===== config.mk =====
export PLATFORM = sky130hd
export DESIGN_NAME = flash_host_ctrl
export DESIGN_NICKNAME = d
export VERILOG_FILES = /design/src/hdl/flash_pin_cycle.v /design/src/hdl/flash_host_ctrl.v
export VERILOG_INCLUDE_DIRS = /design/src /design/src/shared
export SDC_FILE = /design/constraint.sdc
export NUM_CORES = 1
export LEC_CHECK = 0
export ABC_AREA = 1
export BUFFER_PORTS_ARGS = -buffer_cell sky130_fd_sc_hd__buf_2
export CORE_ASPECT_RATIO = 2
export CORE_MARGIN = 2
export CORE_UTILIZATION = 63
export DETAILED_ROUTE_END_ITERATION = 7
export PLACE_DENSITY_LB_ADDON = 0.2
export SLEW_MARGIN = 10
export SYNTH_ARGS = -nofsm -noshare
export SYNTH_HDL_FRONTEND = slang
export SYNTH_SLANG_ARGS = --single-unit

===== constraint.sdc =====
create_clock -name i_sys_clk -period 6.06 [get_ports i_sys_clk]
set_input_delay 0.909 -clock i_sys_clk [delete_from_list [all_inputs] [get_ports i_sys_clk]]
set_output_delay 0.909 -clock i_sys_clk [all_outputs]
set_load 0.1 [all_outputs]

===== src/shared/flash_host_defs.vh =====
`ifndef FLASH_HOST_DEFS_VH
`define FLASH_HOST_DEFS_VH

// ----------------------------------------
// Clock
// ----------------------------------------
`define CLK_MHZ 200
`define CLK_HZ 200000000

// ----------------------------------------
// Pin timing, figures in ns or s; synchroniser depth in stages
// ----------------------------------------
`define T_WP_NS 90
`define T_WPH_NS 90
`define T_ACC_NS 90
`define GATE_HIGH_PULSE_MIN_NS 150
`define T_BP_NS 50000
`define T_EC_S 10
`define SYNC_STAGES 2

// Least times round up to whole cycles
`define NS_TO_CYC_UP(t) (((t) * `CLK_MHZ + 999) / 1000)
`define T_WP_CYC `NS_TO_CYC_UP(`T_WP_NS)
`define T_WPH_CYC `NS_TO_CYC_UP(`T_WPH_NS)
`define T_ACC_CYC `NS_TO_CYC_UP(`T_ACC_NS)
`define GATE_HIGH_PULSE_MIN_CYC `NS_TO_CYC_UP(`GATE_HIGH_PULSE_MIN_NS)
`define T_BP_CYC (`T_BP_NS * `CLK_MHZ / 1000)
`define T_EC_CYC (`T_EC_S * `CLK_HZ)

// ----------------------------------------
// Command addresses and bytes
// ----------------------------------------
`define ADDR_UNLOCK1 15'h5555
`define ADDR_UNLOCK2 15'h2aaa
`define BYTE_UNLOCK1 8'haa
`define BYTE_UNLOCK2 8'h55
`define BYTE_PROG 8'ha0
`define BYTE_ERASE 8'h80
`define BYTE_ID_ENTRY 8'h90
`define BYTE_ID_EXIT 8'hf0
`define BYTE_CHIP_ERASE 8'h10
`define BYTE_MAIN_ERASE 8'h30
`define BYTE_LOCKOUT 8'h40

// ----------------------------------------
// Array layout
// ----------------------------------------
`define BOOT_FIRST 15'h0000
`define BOOT_LAST 15'h1fff
`define TOGGLE_BIT 6

// ----------------------------------------
// User operation codes
// ----------------------------------------
`define OP_READ 3'h0
`define OP_PROG 3'h1
`define OP_CHIP_ERASE 3'h2
`define OP_MAIN_ERASE 3'h3
`define OP_LOCKOUT 3'h4
`define OP_ID_READ 3'h5
`define OP_ID_EXIT3 3'h6
`define OP_ID_EXIT1 3'h7

`endif


===== src/hdl/flash_pin_cycle.v =====
`timescale 1ns/100ps
`include "flash_host_defs.vh"

module flash_pin_cycle (
	input wire i_sys_clk,
	input wire i_sys_rst,
	input wire i_go,
	input wire i_wr,
	input wire [14:0] i_addr,
	input wire [15:0] i_wdata,
	input wire [15:0] i_dq_in,
	output reg o_done,
	output reg [15:0] o_rdata,
	output reg o_ce_n,
	output reg o_oe_n,
	output reg o_we_n,
	output reg [14:0] o_addr,
	output reg [15:0] o_dq_out,
	output reg o_dq_oe_n
);

	localparam [1:0] E_IDLE = 2'd0;
	localparam [1:0] E_ACT = 2'd1;
	localparam [1:0] E_REC = 2'd2;
	localparam integer WP_CNT = `T_WP_CYC - 1;
	localparam integer WPH_CNT = `T_WPH_CYC - 1;
	localparam integer ACC_CNT = `T_ACC_CYC + `SYNC_STAGES - 1;
	localparam integer GATE_HIGH_CNT = `GATE_HIGH_PULSE_MIN_CYC - 1;
	localparam [7:0] WP_LOAD = WP_CNT[7:0];
	localparam [7:0] WPH_LOAD = WPH_CNT[7:0];
	localparam [7:0] ACC_LOAD = ACC_CNT[7:0];
	localparam [7:0] GATE_HIGH_LOAD = GATE_HIGH_CNT[7:0];

	reg [1:0] st_q;
	reg [7:0] cnt_q;
	reg wr_q;
	reg [15:0] dq_meta_q;
	reg [15:0] dq_sync_q;

	// ----------------------------------------
	// Data pin synchroniser
	// ----------------------------------------
	always @(posedge i_sys_clk) begin
		dq_meta_q <= i_dq_in;
		dq_sync_q <= dq_meta_q;
	end

	// ----------------------------------------
	// One bus cycle: active phase, then recovery
	// ----------------------------------------
	always @(posedge i_sys_clk) begin
		if (i_sys_rst) begin
			st_q <= E_IDLE;
			cnt_q <= 8'h00;
			wr_q <= 1'b0;
			o_done <= 1'b0;
			o_rdata <= 16'h0000;
			o_ce_n <= 1'b1;
			o_oe_n <= 1'b1;
			o_we_n <= 1'b1;
			o_addr <= 15'h0000;
			o_dq_out <= 16'h0000;
			o_dq_oe_n <= 1'b1;
		end else begin
			o_done <= 1'b0;
			case (st_q)
			E_IDLE: begin
				if (i_go) begin
					o_addr <= i_addr;
					o_dq_out <= i_wdata;
					wr_q <= i_wr;
					o_ce_n <= 1'b0;
					o_oe_n <= i_wr;
					o_we_n <= ~i_wr;
					o_dq_oe_n <= ~i_wr;
					cnt_q <= i_wr ? WP_LOAD : ACC_LOAD;
					st_q <= E_ACT;
				end
			end
			E_ACT: begin
				if (cnt_q == 8'h00) begin
					if (!wr_q) begin
						o_rdata <= dq_sync_q;
					end
					// Gate and select both rise, so each toggles per read
					o_ce_n <= 1'b1;
					o_oe_n <= 1'b1;
					o_we_n <= 1'b1;
					o_dq_oe_n <= 1'b1;
					cnt_q <= wr_q ? WPH_LOAD : GATE_HIGH_LOAD;
					st_q <= E_REC;
				end else begin
					cnt_q <= cnt_q - 8'h01;
				end
			end
			E_REC: begin
				if (cnt_q == 8'h00) begin
					o_done <= 1'b1;
					st_q <= E_IDLE;
				end else begin
					cnt_q <= cnt_q - 8'h01;
				end
			end
			default: begin
				st_q <= E_IDLE;
			end
			endcase
		end
	end

endmodule


===== src/hdl/flash_host_ctrl.v =====
`timescale 1ns/100ps
`include "flash_host_defs.vh"

module flash_host_ctrl #(
	parameter [31:0] PROG_TMO_CYC = `T_BP_CYC,
	parameter [31:0] ERASE_TMO_CYC = `T_EC_CYC
) (
	input wire i_sys_clk,
	input wire i_sys_rst,
	input wire i_cmd_valid,
	input wire [2:0] i_cmd_op,
	input wire [14:0] i_cmd_addr,
	input wire [15:0] i_cmd_data,
	output reg o_cmd_ready,
	output reg o_rsp_valid,
	output reg [15:0] o_rsp_data,
	output reg o_rsp_err,
	output reg o_rsp_boot,
	output reg o_id_mode,
	output wire o_flash_ce_n,
	output wire o_flash_oe_n,
	output wire o_flash_we_n,
	output wire [14:0] o_flash_addr,
	output wire [15:0] o_flash_dq_out,
	output wire o_flash_dq_oe_n,
	input wire [15:0] i_flash_dq_in
);

	localparam [2:0] S_IDLE = 3'd0;
	localparam [2:0] S_SEQ = 3'd1;
	localparam [2:0] S_POLL = 3'd2;
	localparam [2:0] S_READ = 3'd3;
	localparam [2:0] S_DONE = 3'd4;

	reg [2:0] st_q;
	reg [2:0] op_q;
	reg [14:0] addr_q;
	reg [15:0] data_q;
	reg [2:0] step_q;
	reg go_q;
	reg next_q;
	reg cyc_wr_q;
	reg [14:0] cyc_addr_q;
	reg [15:0] cyc_data_q;
	reg have_prev_q;
	reg prev_tog_q;
	reg err_q;
	reg [31:0] tmo_q;
	reg [31:0] limit_q;
	reg [14:0] seq_addr;
	reg [7:0] seq_byte;
	reg seq_last;
	reg seq_user_word;
	wire cyc_done;
	wire [15:0] cyc_rdata;
	wire op_polls;
	wire op_reads;
	wire [14:0] rd_addr;

	assign op_polls = (op_q == `OP_PROG) || (op_q == `OP_CHIP_ERASE) ||
		(op_q == `OP_MAIN_ERASE) || (op_q == `OP_LOCKOUT);
	assign op_reads = (op_q == `OP_READ) || (op_q == `OP_ID_READ);
	// Identification words sit at address 0 and 1
	assign rd_addr = (op_q == `OP_ID_READ) ? {14'h0000, addr_q[0]} : addr_q;

	// ----------------------------------------
	// Command sequence table
	// ----------------------------------------
	always @* begin
		seq_addr = `ADDR_UNLOCK1;
		seq_byte = `BYTE_UNLOCK1;
		seq_last = 1'b0;
		seq_user_word = 1'b0;
		case (step_q)
		3'd0: begin
			if (op_q == `OP_ID_EXIT1) begin
				seq_addr = addr_q;
				seq_byte = `BYTE_ID_EXIT;
				seq_last = 1'b1;
			end
		end
		3'd1: begin
			seq_addr = `ADDR_UNLOCK2;
			seq_byte = `BYTE_UNLOCK2;
		end
		3'd2: begin
			if (op_q == `OP_PROG) begin
				seq_byte = `BYTE_PROG;
			end else if (op_q == `OP_ID_READ) begin
				seq_byte = `BYTE_ID_ENTRY;
				seq_last = 1'b1;
			end else if (op_q == `OP_ID_EXIT3) begin
				seq_byte = `BYTE_ID_EXIT;
				seq_last = 1'b1;
			end else begin
				seq_byte = `BYTE_ERASE;
			end
		end
		3'd3: begin
			if (op_q == `OP_PROG) begin
				seq_addr = addr_q;
				seq_user_word = 1'b1;
				seq_last = 1'b1;
			end
		end
		3'd4: begin
			seq_addr = `ADDR_UNLOCK2;
			seq_byte = `BYTE_UNLOCK2;
		end
		default: begin
			seq_last = 1'b1;
			if (op_q == `OP_CHIP_ERASE) begin
				seq_byte = `BYTE_CHIP_ERASE;
			end else if (op_q == `OP_MAIN_ERASE) begin
				seq_byte = `BYTE_MAIN_ERASE;
			end else begin
				seq_byte = `BYTE_LOCKOUT;
			end
		end
		endcase
	end

	// ----------------------------------------
	// Operation sequencer
	// ----------------------------------------
	always @(posedge i_sys_clk) begin
		if (i_sys_rst) begin
			st_q <= S_IDLE;
			op_q <= `OP_READ;
			addr_q <= 15'h0000;
			data_q <= 16'h0000;
			step_q <= 3'd0;
			go_q <= 1'b0;
			next_q <= 1'b0;
			cyc_wr_q <= 1'b0;
			cyc_addr_q <= 15'h0000;
			cyc_data_q <= 16'h0000;
			have_prev_q <= 1'b0;
			prev_tog_q <= 1'b0;
			err_q <= 1'b0;
			tmo_q <= 32'h00000000;
			limit_q <= 32'h00000000;
			o_cmd_ready <= 1'b0;
			o_rsp_valid <= 1'b0;
			o_rsp_data <= 16'h0000;
			o_rsp_err <= 1'b0;
			o_rsp_boot <= 1'b0;
			o_id_mode <= 1'b0;
		end else begin
			go_q <= 1'b0;
			o_rsp_valid <= 1'b0;
			case (st_q)
			S_IDLE: begin
				o_cmd_ready <= 1'b1;
				if (i_cmd_valid && o_cmd_ready) begin
					o_cmd_ready <= 1'b0;
					op_q <= i_cmd_op;
					addr_q <= i_cmd_addr;
					data_q <= i_cmd_data;
					step_q <= 3'd0;
					have_prev_q <= 1'b0;
					err_q <= 1'b0;
					tmo_q <= 32'h00000000;
					limit_q <= (i_cmd_op == `OP_PROG) ?
						PROG_TMO_CYC : ERASE_TMO_CYC;
					if (i_cmd_op == `OP_READ) begin
						cyc_wr_q <= 1'b0;
						cyc_addr_q <= i_cmd_addr;
						go_q <= 1'b1;
						st_q <= S_READ;
					end else begin
						st_q <= S_SEQ;
						go_q <= 1'b1;
						cyc_wr_q <= 1'b1;
						if (i_cmd_op == `OP_ID_EXIT1) begin
							cyc_addr_q <= i_cmd_addr;
							cyc_data_q <= {8'h00, `BYTE_ID_EXIT};
						end else begin
							cyc_addr_q <= `ADDR_UNLOCK1;
							cyc_data_q <= {8'h00, `BYTE_UNLOCK1};
						end
					end
				end
			end
			S_SEQ: begin
				if (cyc_done) begin
					if (seq_last) begin
						if (op_polls) begin
							cyc_wr_q <= 1'b0;
							cyc_addr_q <= addr_q;
							go_q <= 1'b1;
							st_q <= S_POLL;
						end else if (op_reads) begin
							o_id_mode <= 1'b1;
							cyc_wr_q <= 1'b0;
							cyc_addr_q <= rd_addr;
							go_q <= 1'b1;
							st_q <= S_READ;
						end else begin
							o_id_mode <= 1'b0;
							st_q <= S_DONE;
						end
					end else begin
						// Step advances now; next step's words and strobe load together one cycle later
						step_q <= step_q + 3'd1;
						next_q <= 1'b1;
					end
				end else begin
					cyc_addr_q <= seq_addr;
					cyc_data_q <= seq_user_word ? data_q :
						{8'h00, seq_byte};
					if (next_q) begin
						next_q <= 1'b0;
						go_q <= 1'b1;
					end
				end
			end
			S_POLL: begin
				if (tmo_q != 32'hffffffff) begin
					tmo_q <= tmo_q + 32'h00000001;
				end
				if (cyc_done) begin
					have_prev_q <= 1'b1;
					prev_tog_q <= cyc_rdata[`TOGGLE_BIT];
					if (have_prev_q &&
						(prev_tog_q == cyc_rdata[`TOGGLE_BIT])) begin
						st_q <= S_DONE;
					end else if (tmo_q >= limit_q) begin
						err_q <= 1'b1;
						st_q <= S_DONE;
					end else begin
						go_q <= 1'b1;
					end
				end
			end
			S_READ: begin
				if (cyc_done) begin
					st_q <= S_DONE;
				end
			end
			default: begin
				o_rsp_valid <= 1'b1;
				o_rsp_data <= cyc_rdata;
				o_rsp_err <= err_q;
				o_rsp_boot <= (addr_q <= `BOOT_LAST);
				st_q <= S_IDLE;
			end
			endcase
		end
	end

	// ----------------------------------------
	// Pin cycle engine
	// ----------------------------------------
	flash_pin_cycle u_cycle (
		.i_sys_clk(i_sys_clk),
		.i_sys_rst(i_sys_rst),
		.i_go(go_q),
		.i_wr(cyc_wr_q),
		.i_addr(cyc_addr_q),
		.i_wdata(cyc_data_q),
		.i_dq_in(i_flash_dq_in),
		.o_done(cyc_done),
		.o_rdata(cyc_rdata),
		.o_ce_n(o_flash_ce_n),
		.o_oe_n(o_flash_oe_n),
		.o_we_n(o_flash_we_n),
		.o_addr(o_flash_addr),
		.o_dq_out(o_flash_dq_out),
		.o_dq_oe_n(o_flash_dq_oe_n)
	);

endmodule


==> out/qor.txt, run 1 <==
outcome: completed
drt initial violations: 563
GPL Wtd Cong: 0.987
PnR worst setup slack: 3.39 ns
crit path capture type: register
pre-CTS WS: 3.01 ns
number of enable flip-flop cells after synthesis: 0
Req. time, crit path: 6.49 ns
power per standard cell area: 509 nW/µm²
die footprint: 17100 µm²
CTS HTree Levels: 1
Core Area: 15700 µm²
HPWL after DPL: 18.7 mm
post-synthesis sequential area ratio: 45.1%
R2R setup slack: 3.39 ns
layout cells sized above 1: 13.4%
Register Area: 4540 µm²
first-pass GRT wire length: 42.7 mm
clock slew at reported path FFs: 0.08 ns
post-route ant nets: 0
worst skew pair latency: 0.50 ns
largest net degree at the start of global routing: 57
multi-input logic area: 4720 µm²
First-pass DRT Iterations: 5
# clock sinks: 227
max_slew headroom: 42.0%
RR Startpoint: st_q[2]
die width: 93.4 µm
gr usage total: 31.0%
number of core rows: 65
cell with the most instances after synthesis: dfxtp_1
Final Slew Violations: 0
HP Class: register to register
CP peak stage delay: 0.44 ns
Slowest-stage cell, CP: inv_2
Via Count: 9485
reg2reg end: cyc_data_q[3]
crit path from: st_q[2]
syn avg cell area: 7.31 µm²
Main synth FF type: dfxtp_1
port bufs: 108
CTS Buffer Depth: 3
top cell type's share of synthesized area: 45.1%
startpoint types: register
Peak VDD IR: 0.471 mV
# fillers: 1351
Crit path arrival time: 3.10 ns
die extent in y: 183 µm
Worst-Margin Slew: 0.868 ns
Nets: 1541
most instantiated cells after synthesis: 227 x dfxtp_1, 222 x nand2_1, 206 x nor2_1
drt wl/cell: 15.8 µm
cts repair resizes: 0
leak pwr: 4.83 nW
setup bufs post-CTS: 0
initial antenna violation count: 1
cell taking the most area after synthesis: dfxtp_1
Worst Skew: 0.0237 ns
Mapped Area: 10100 µm²
clk root buf: clkbuf_16
vias in the first global route: 9216
CTS Buf Count: 20
# Max-Cap Violations: 0
synthesis-stage register bit count: 227
cts hold-fix bufs: 0
total power: 5.80 mW
grt ovf: 0
Final Hold Vio Count: 0
worst-path maximum fanout: 56
Area Overhead vs Synth: 13.0%
CTS tree: yes
library cells used by synthesis: 43
CP endpoint: cyc_data_q[3]
post-synthesis async set-or-reset flop share: 0%
Routed WL: 26.4 mm
Syn Nets: 1460
Setup violations, final: 0
Synth Instances: 1378
diode count: 0
crit-path most repeated cell: nand2_2
Tmin final: 2.67 ns
Register-to-Register Path Depth: 9
via-per-instance ratio: 5.67
total negative slack: 0 ns
CP Cell Sequence: nor2_2 -> nand2_2 -> nor2_4 -> inv_2 -> nand2_2 -> nand2_2 -> inv_2 -> o21ai_0 -> a21oi_1
RSZ-0062 raised after global routing: false
# IOs: 109
Crit Path Class: register to register
period utilisation layout: 44.1%
yosys warns: 0
Max Fclk: 375 MHz
worst hold slack: 0.328 ns
top cells by area, synth: dfxtp_1 45%, nand2_1 8.3%, nor2_1 7.7%
Starting Density: 64.2%
Residual DRC: 0
## state kept, by name, indices dropped and copies added, names as in the netlist, 8 cells and up
| register | cells |
|---|---|
| u_cycle.cnt_q | 8 |
| u_cycle.o_rdata | 16 |
| data_q | 16 |
| u_cycle.dq_sync_q | 16 |
| cyc_data_q | 16 |
| u_cycle.o_addr | 15 |
| o_rsp_data | 16 |
| addr_q | 15 |
| u_cycle.o_dq_out | 16 |
| cyc_addr_q | 15 |
| tmo_q | 32 |
| u_cycle.dq_meta_q | 16 |
## cell type report
cell class	instances	share of cell area, %
multi-input combinational	947	41.5
sequential	227	39.9
timing repair buffer	114	5.14
inverter	149	4.94
clock buffer	24	4.89
tap	201	2.21
clock inverter	12	1.43
## where the power goes
part	switching, mW	internal (mW)
logic	1.91	0.538
clock network	0.585	0.796
registers	0.158	1.81
total	2.65	3.15
## metal layers
layer | share of wire, % | GRT usage [%] | up-vias
met5 | 0.042 | 0 | -
met4 | 7.0 | 19.6 | 2
met3 | 4.7 | 3.49 | 130
met2 | 52 | 57.2 | 330
met1 | 36 | 32.5 | 4348
li1 | - | - | 4675
## through the flow
step | instances | util (%) | cell area [µm²]
3_5_place_dp | 1638 | 68.0 | 10700
2_1_floorplan | 1378 | - | 10100
4_1_cts | 1674 | 72.5 | 11400
3_3_place_gp | 1638 | 68.0 | 10700
6_report | 1674 | 72.5 | 11400
5_1_grt | 1674 | 72.5 | 11400
## how the worst min path moves through the flow
stage / start / endpoint / slack, ns / depth (start not counted)
4_1_cts: u_cycle.dq_meta_q[5] / u_cycle.dq_sync_q[5] / 0.33 / 0
3_5_place_dp: u_cycle.dq_meta_q[5] / u_cycle.dq_sync_q[5] / 0.31 / 0
6_report: u_cycle.dq_meta_q[4] / u_cycle.dq_sync_q[4] / 0.33 / 0
3_3_place_gp: u_cycle.dq_meta_q[8] / u_cycle.dq_sync_q[8] / 0.31 / 0
5_1_grt: u_cycle.dq_meta_q[4] / u_cycle.dq_sync_q[4] / 0.33 / 0
2_1_floorplan: u_cycle.dq_meta_q[0] / u_cycle.dq_sync_q[0] / 0.31 / 0
## cells by family after synthesis
group / count (synthesis) / synth area share (%)
xor gates and xnor gates: 10 / 0.869
DFF: 227 / 45.1
buffers and inverters: 204 / 8.06
AOI/OAI and AO/OA: 312 / 16.6
and+or+nand+nor: 596 / 25.8
adders and majority gates: 29 / 3.60
## cell usage in the layout, fill, tap and decap left out, types with 4 or more instances in the layout
cell type   instances
xor2_1              6
a211oi_1            4
inv_1             137
o211ai_1            5
inv_2               8
clkinvlp_4          5
buf_2             108
nand4_1            11
a21oi_1           128
nor2_2              4
a31oi_1             6
o21ai_1             4
xnor2_1             4
nand2_1           222
nor3_2              7
buf_4               6
dfxtp_1           227
ha_1               29
o21ai_0           143
nor2_1            205
nand2_2            15
nand3b_1            6
nand3_1            91
clkbuf_16          21
o2111ai_1           6
a221oi_1            4
nor3_1             23
## critical path, delay by kind of cell (launching register included)
| family | cells | cell delay, ns |
|---|---|---|
| DFF | 1 | 0.36 |
| and+or+nand+nor | 5 | 1.18 |
| AOI/OAI and AO/OA | 2 | 0.33 |
| buffers and inverters | 2 | 0.70 |
Power figures use the tool's default switching activity.
==> run 2: changes to the inputs <==
--- a/config.mk
+++ b/config.mk
@@ -10,7 +10,7 @@
 export BUFFER_PORTS_ARGS = -buffer_cell sky130_fd_sc_hd__buf_2
 export CORE_ASPECT_RATIO = 2
 export CORE_MARGIN = 2
-export CORE_UTILIZATION = 63
+export CORE_UTILIZATION = 59
 export DETAILED_ROUTE_END_ITERATION = 7
 export PLACE_DENSITY_LB_ADDON = 0.2
 export SLEW_MARGIN = 10
==> constraint.sdc (replaced) <==
create_clock -name i_sys_clk -period 2.8 [get_ports i_sys_clk]
set_input_delay 0.42 -clock i_sys_clk [delete_from_list [all_inputs] [get_ports i_sys_clk]]
set_output_delay 0.42 -clock i_sys_clk [all_outputs]
set_load 0.1 [all_outputs]
==> run 2 against run 1 <==
  * Worst setup slack got worse by 2.8 ns
  * Critical path depth is 3 higher
  * Sequential cell count unchanged
  * Sequential power rose by 120%
  * Cell area up 0.74%
  * Largest power group unchanged
  * Largest cell class unchanged
  * Highest routed layer is now met4
  * Sequential share of layout area down 0.29 points
  * Die area grew 6.6%
  * Register-to-register slack lost 2.8 ns
  * Combinational power rose by 120%
==> out/qor.txt, run 2 (synthesis gave the netlist of run 1 again) <==
drt wl/cell: 15.4 µm (-2.0%)
Worst-Margin Slew: 0.792 ns (-0.0763 ns)
largest net degree at the start of global routing: 61 (+7.0%)
gr usage total: 29.5% (-1.6 points)
post-layout util: 68.4% (-4.1 points)
max_slew headroom: 47.0% (+5.0 points)
diode count: 0 (unchanged)
Worst Skew: 0.0131 ns (-0.0105 ns)
Final Hold Vio Count: 0 (unchanged)
first-pass GRT wire length: 42.7 mm (-0.16%)
startpoint types: register
P_sw: 5.64 mW (+110%)
CTS Buf Count: 20 (unchanged)
GPL Wtd Cong: 1.00 (+1.3%)
Setup violations, final: 0 (unchanged)
worst-path maximum fanout: 27 (-52%)
outcome: completed
number of core rows: 67 (+3.1%)
# clock sinks: 227 (unchanged)
Tmin final: 2.25 ns (-0.421 ns)
largest register by flop count: tmo_q
Peak VDD IR: 0.766 mV (+63%)
Largest register FFs: 32 (unchanged)
CTS HTree Levels: 1 (unchanged)
Core Area: 16800 µm² (+6.8%)
crit path capture type: register
die width: 96.4 µm (+3.2%)
# fillers: 1541 (+14%)
# IOs: 109 (unchanged)
Residual DRC: 0 (unchanged)
Area Overhead vs Synth: 13.8%
cts hold-fix bufs: 0 (unchanged)
Routed WL: 26.1 mm (-1.1%)
setup bufs post-CTS: 0 (unchanged)
Starting Density: 60.1% (-4.1 points)
Comb power frac: 42.3% (about the same)
CTS tree: yes
Max Fclk: 445 MHz (+19%)
leak pwr: 4.90 nW (+1.4%)
clock share of power: 23.9% (about the same)
port bufs: 108 (unchanged)
Req. time, crit path: 3.19 ns (-3.30 ns)
layout cells sized above 1: 13.6% (+0.26 points)
total negative slack: 0 ns (unchanged)
worst skew pair latency: 0.50 ns (about the same)
most frequent cells in the layout: 227 x dfxtp_1, 222 x nand2_1, 206 x nor2_1, 143 x o21ai_0, 137 x inv_1
cts repair resizes: 0 (unchanged)
drt initial violations: 469 (-17%)
HP Class: input pin to register
# Max-Cap Violations: 0 (unchanged)
Crit path arrival time: 2.64 ns (-0.46 ns)
Cell Int Power: 7.00 mW (+120%)
via-per-instance ratio: 5.55 (-2.1%)
HPWL after DPL: 19.0 mm (+1.4%)
Via Count: 9372 (-1.2%)
Nets: 1550 (+0.58%)
commonest non-fill, non-tap cell in the layout: dfxtp_1
clock slew at reported path FFs: 0.07 ns (about the same)
power share of the sequential group: 33.7% (-0.3 points)
First-pass DRT Iterations: 6 (+1)
Final Slew Violations: 0 (unchanged)
die extent in y: 189 µm (+3.3%)
power per standard cell area: 1100 nW/µm² (+120%)
switching part of the total: 44.6% (-1.1 points)
vias in the first global route: 9080 (-1.5%)
Crit Path Class: register to register
RSZ-0062 raised after global routing: false
clk root buf: clkbuf_16
post-route ant nets: 0 (unchanged)
CTS Buffer Depth: 3 (unchanged)
die footprint: 18200 µm² (+6.6%)
grt ovf: 0 (unchanged)
initial antenna violation count: 0 (-1)
period utilisation layout: 80.3% (+36 points)
[run 2: area by class of cell]
cell class	count	area, µm²	area share (%)
well taps	207	259	2.26
flip-flops and latches	227	4540	39.6
repair buffers	123	653	5.69
inverters	149	563	4.91
clock buffers	29	596	5.19
multi-input cells	947	4720	41.2
clock inverters	7	135	1.18
[run 2: layer usage]
metal | GRT usage (%) | share of wire [%] | vias to the layer above
met3 | 3.60 | 4.4 | 121
met2 | 52.6 | 52 | 293
li1 | - | - | 4689
met1 | 31.4 | 36 | 4269
met4 | 18.8 | 7.0 | 0
met5 | 0 | 0 | -
[run 2: power by group through the flow]
stage | Sequential, mW | Clock [mW] | Combinational, mW
floorplan | 5.84 | 0 | 2.78
global placement | 4.31 | 0 | 5.25
detailed placement | 4.33 | 0 | 5.33
CTS | 4.27 | 3.07 | 5.36
global route | 4.34 | 3.20 | 5.88
finish | 4.27 | 3.03 | 5.35
[run 2: worst paths after layout]
path | startpoint | end | slack [ns] | depth (start not counted)
setup reg to reg | step_q[0] | cyc_addr_q[6] | 0.55 | 12
hold / removal | i_flash_dq_in[0] | u_cycle.dq_meta_q[0] | 0.03 | 1
hold reg to reg | u_cycle.dq_meta_q[6] | u_cycle.dq_sync_q[6] | 0.32 | 0
setup / recovery | step_q[0] | cyc_addr_q[6] | 0.55 | 12
[run 2: through the flow]
| step | hold slack, ns | std cells | cell area [µm²] | worst slack [ns] | total power, mW |
|---|---|---|---|---|---|
| after floorplan | 0.310 | 1378 | 10100 | 0.668 | 8.62 |
| after global placement | 0.310 | 1653 | 10700 | 0.625 | 9.56 |
| after detailed placement | 0.312 | 1653 | 10700 | 0.554 | 9.66 |
| after CTS | 0.0154 | 1689 | 11500 | 0.554 | 12.7 |
| after global routing | 0.0172 | 1689 | 11500 | 0.314 | 13.4 |
| final | 0.0258 | 1689 | 11500 | 0.552 | 12.6 |
[run 2: critical path, stage by stage, from the launching register on]
cell and delay (ns):
dfxtp_1 0.36, ha_1 0.22, ha_1 0.18, inv_1 0.19
nand2_2 0.16, nor2_2 0.13, nand2_1 0.09, nand2_4 0.08
nor2_4 0.05, o21ai_4 0.18, nand2_4 0.23, nor3_1 0.20
nor2_1 0.06
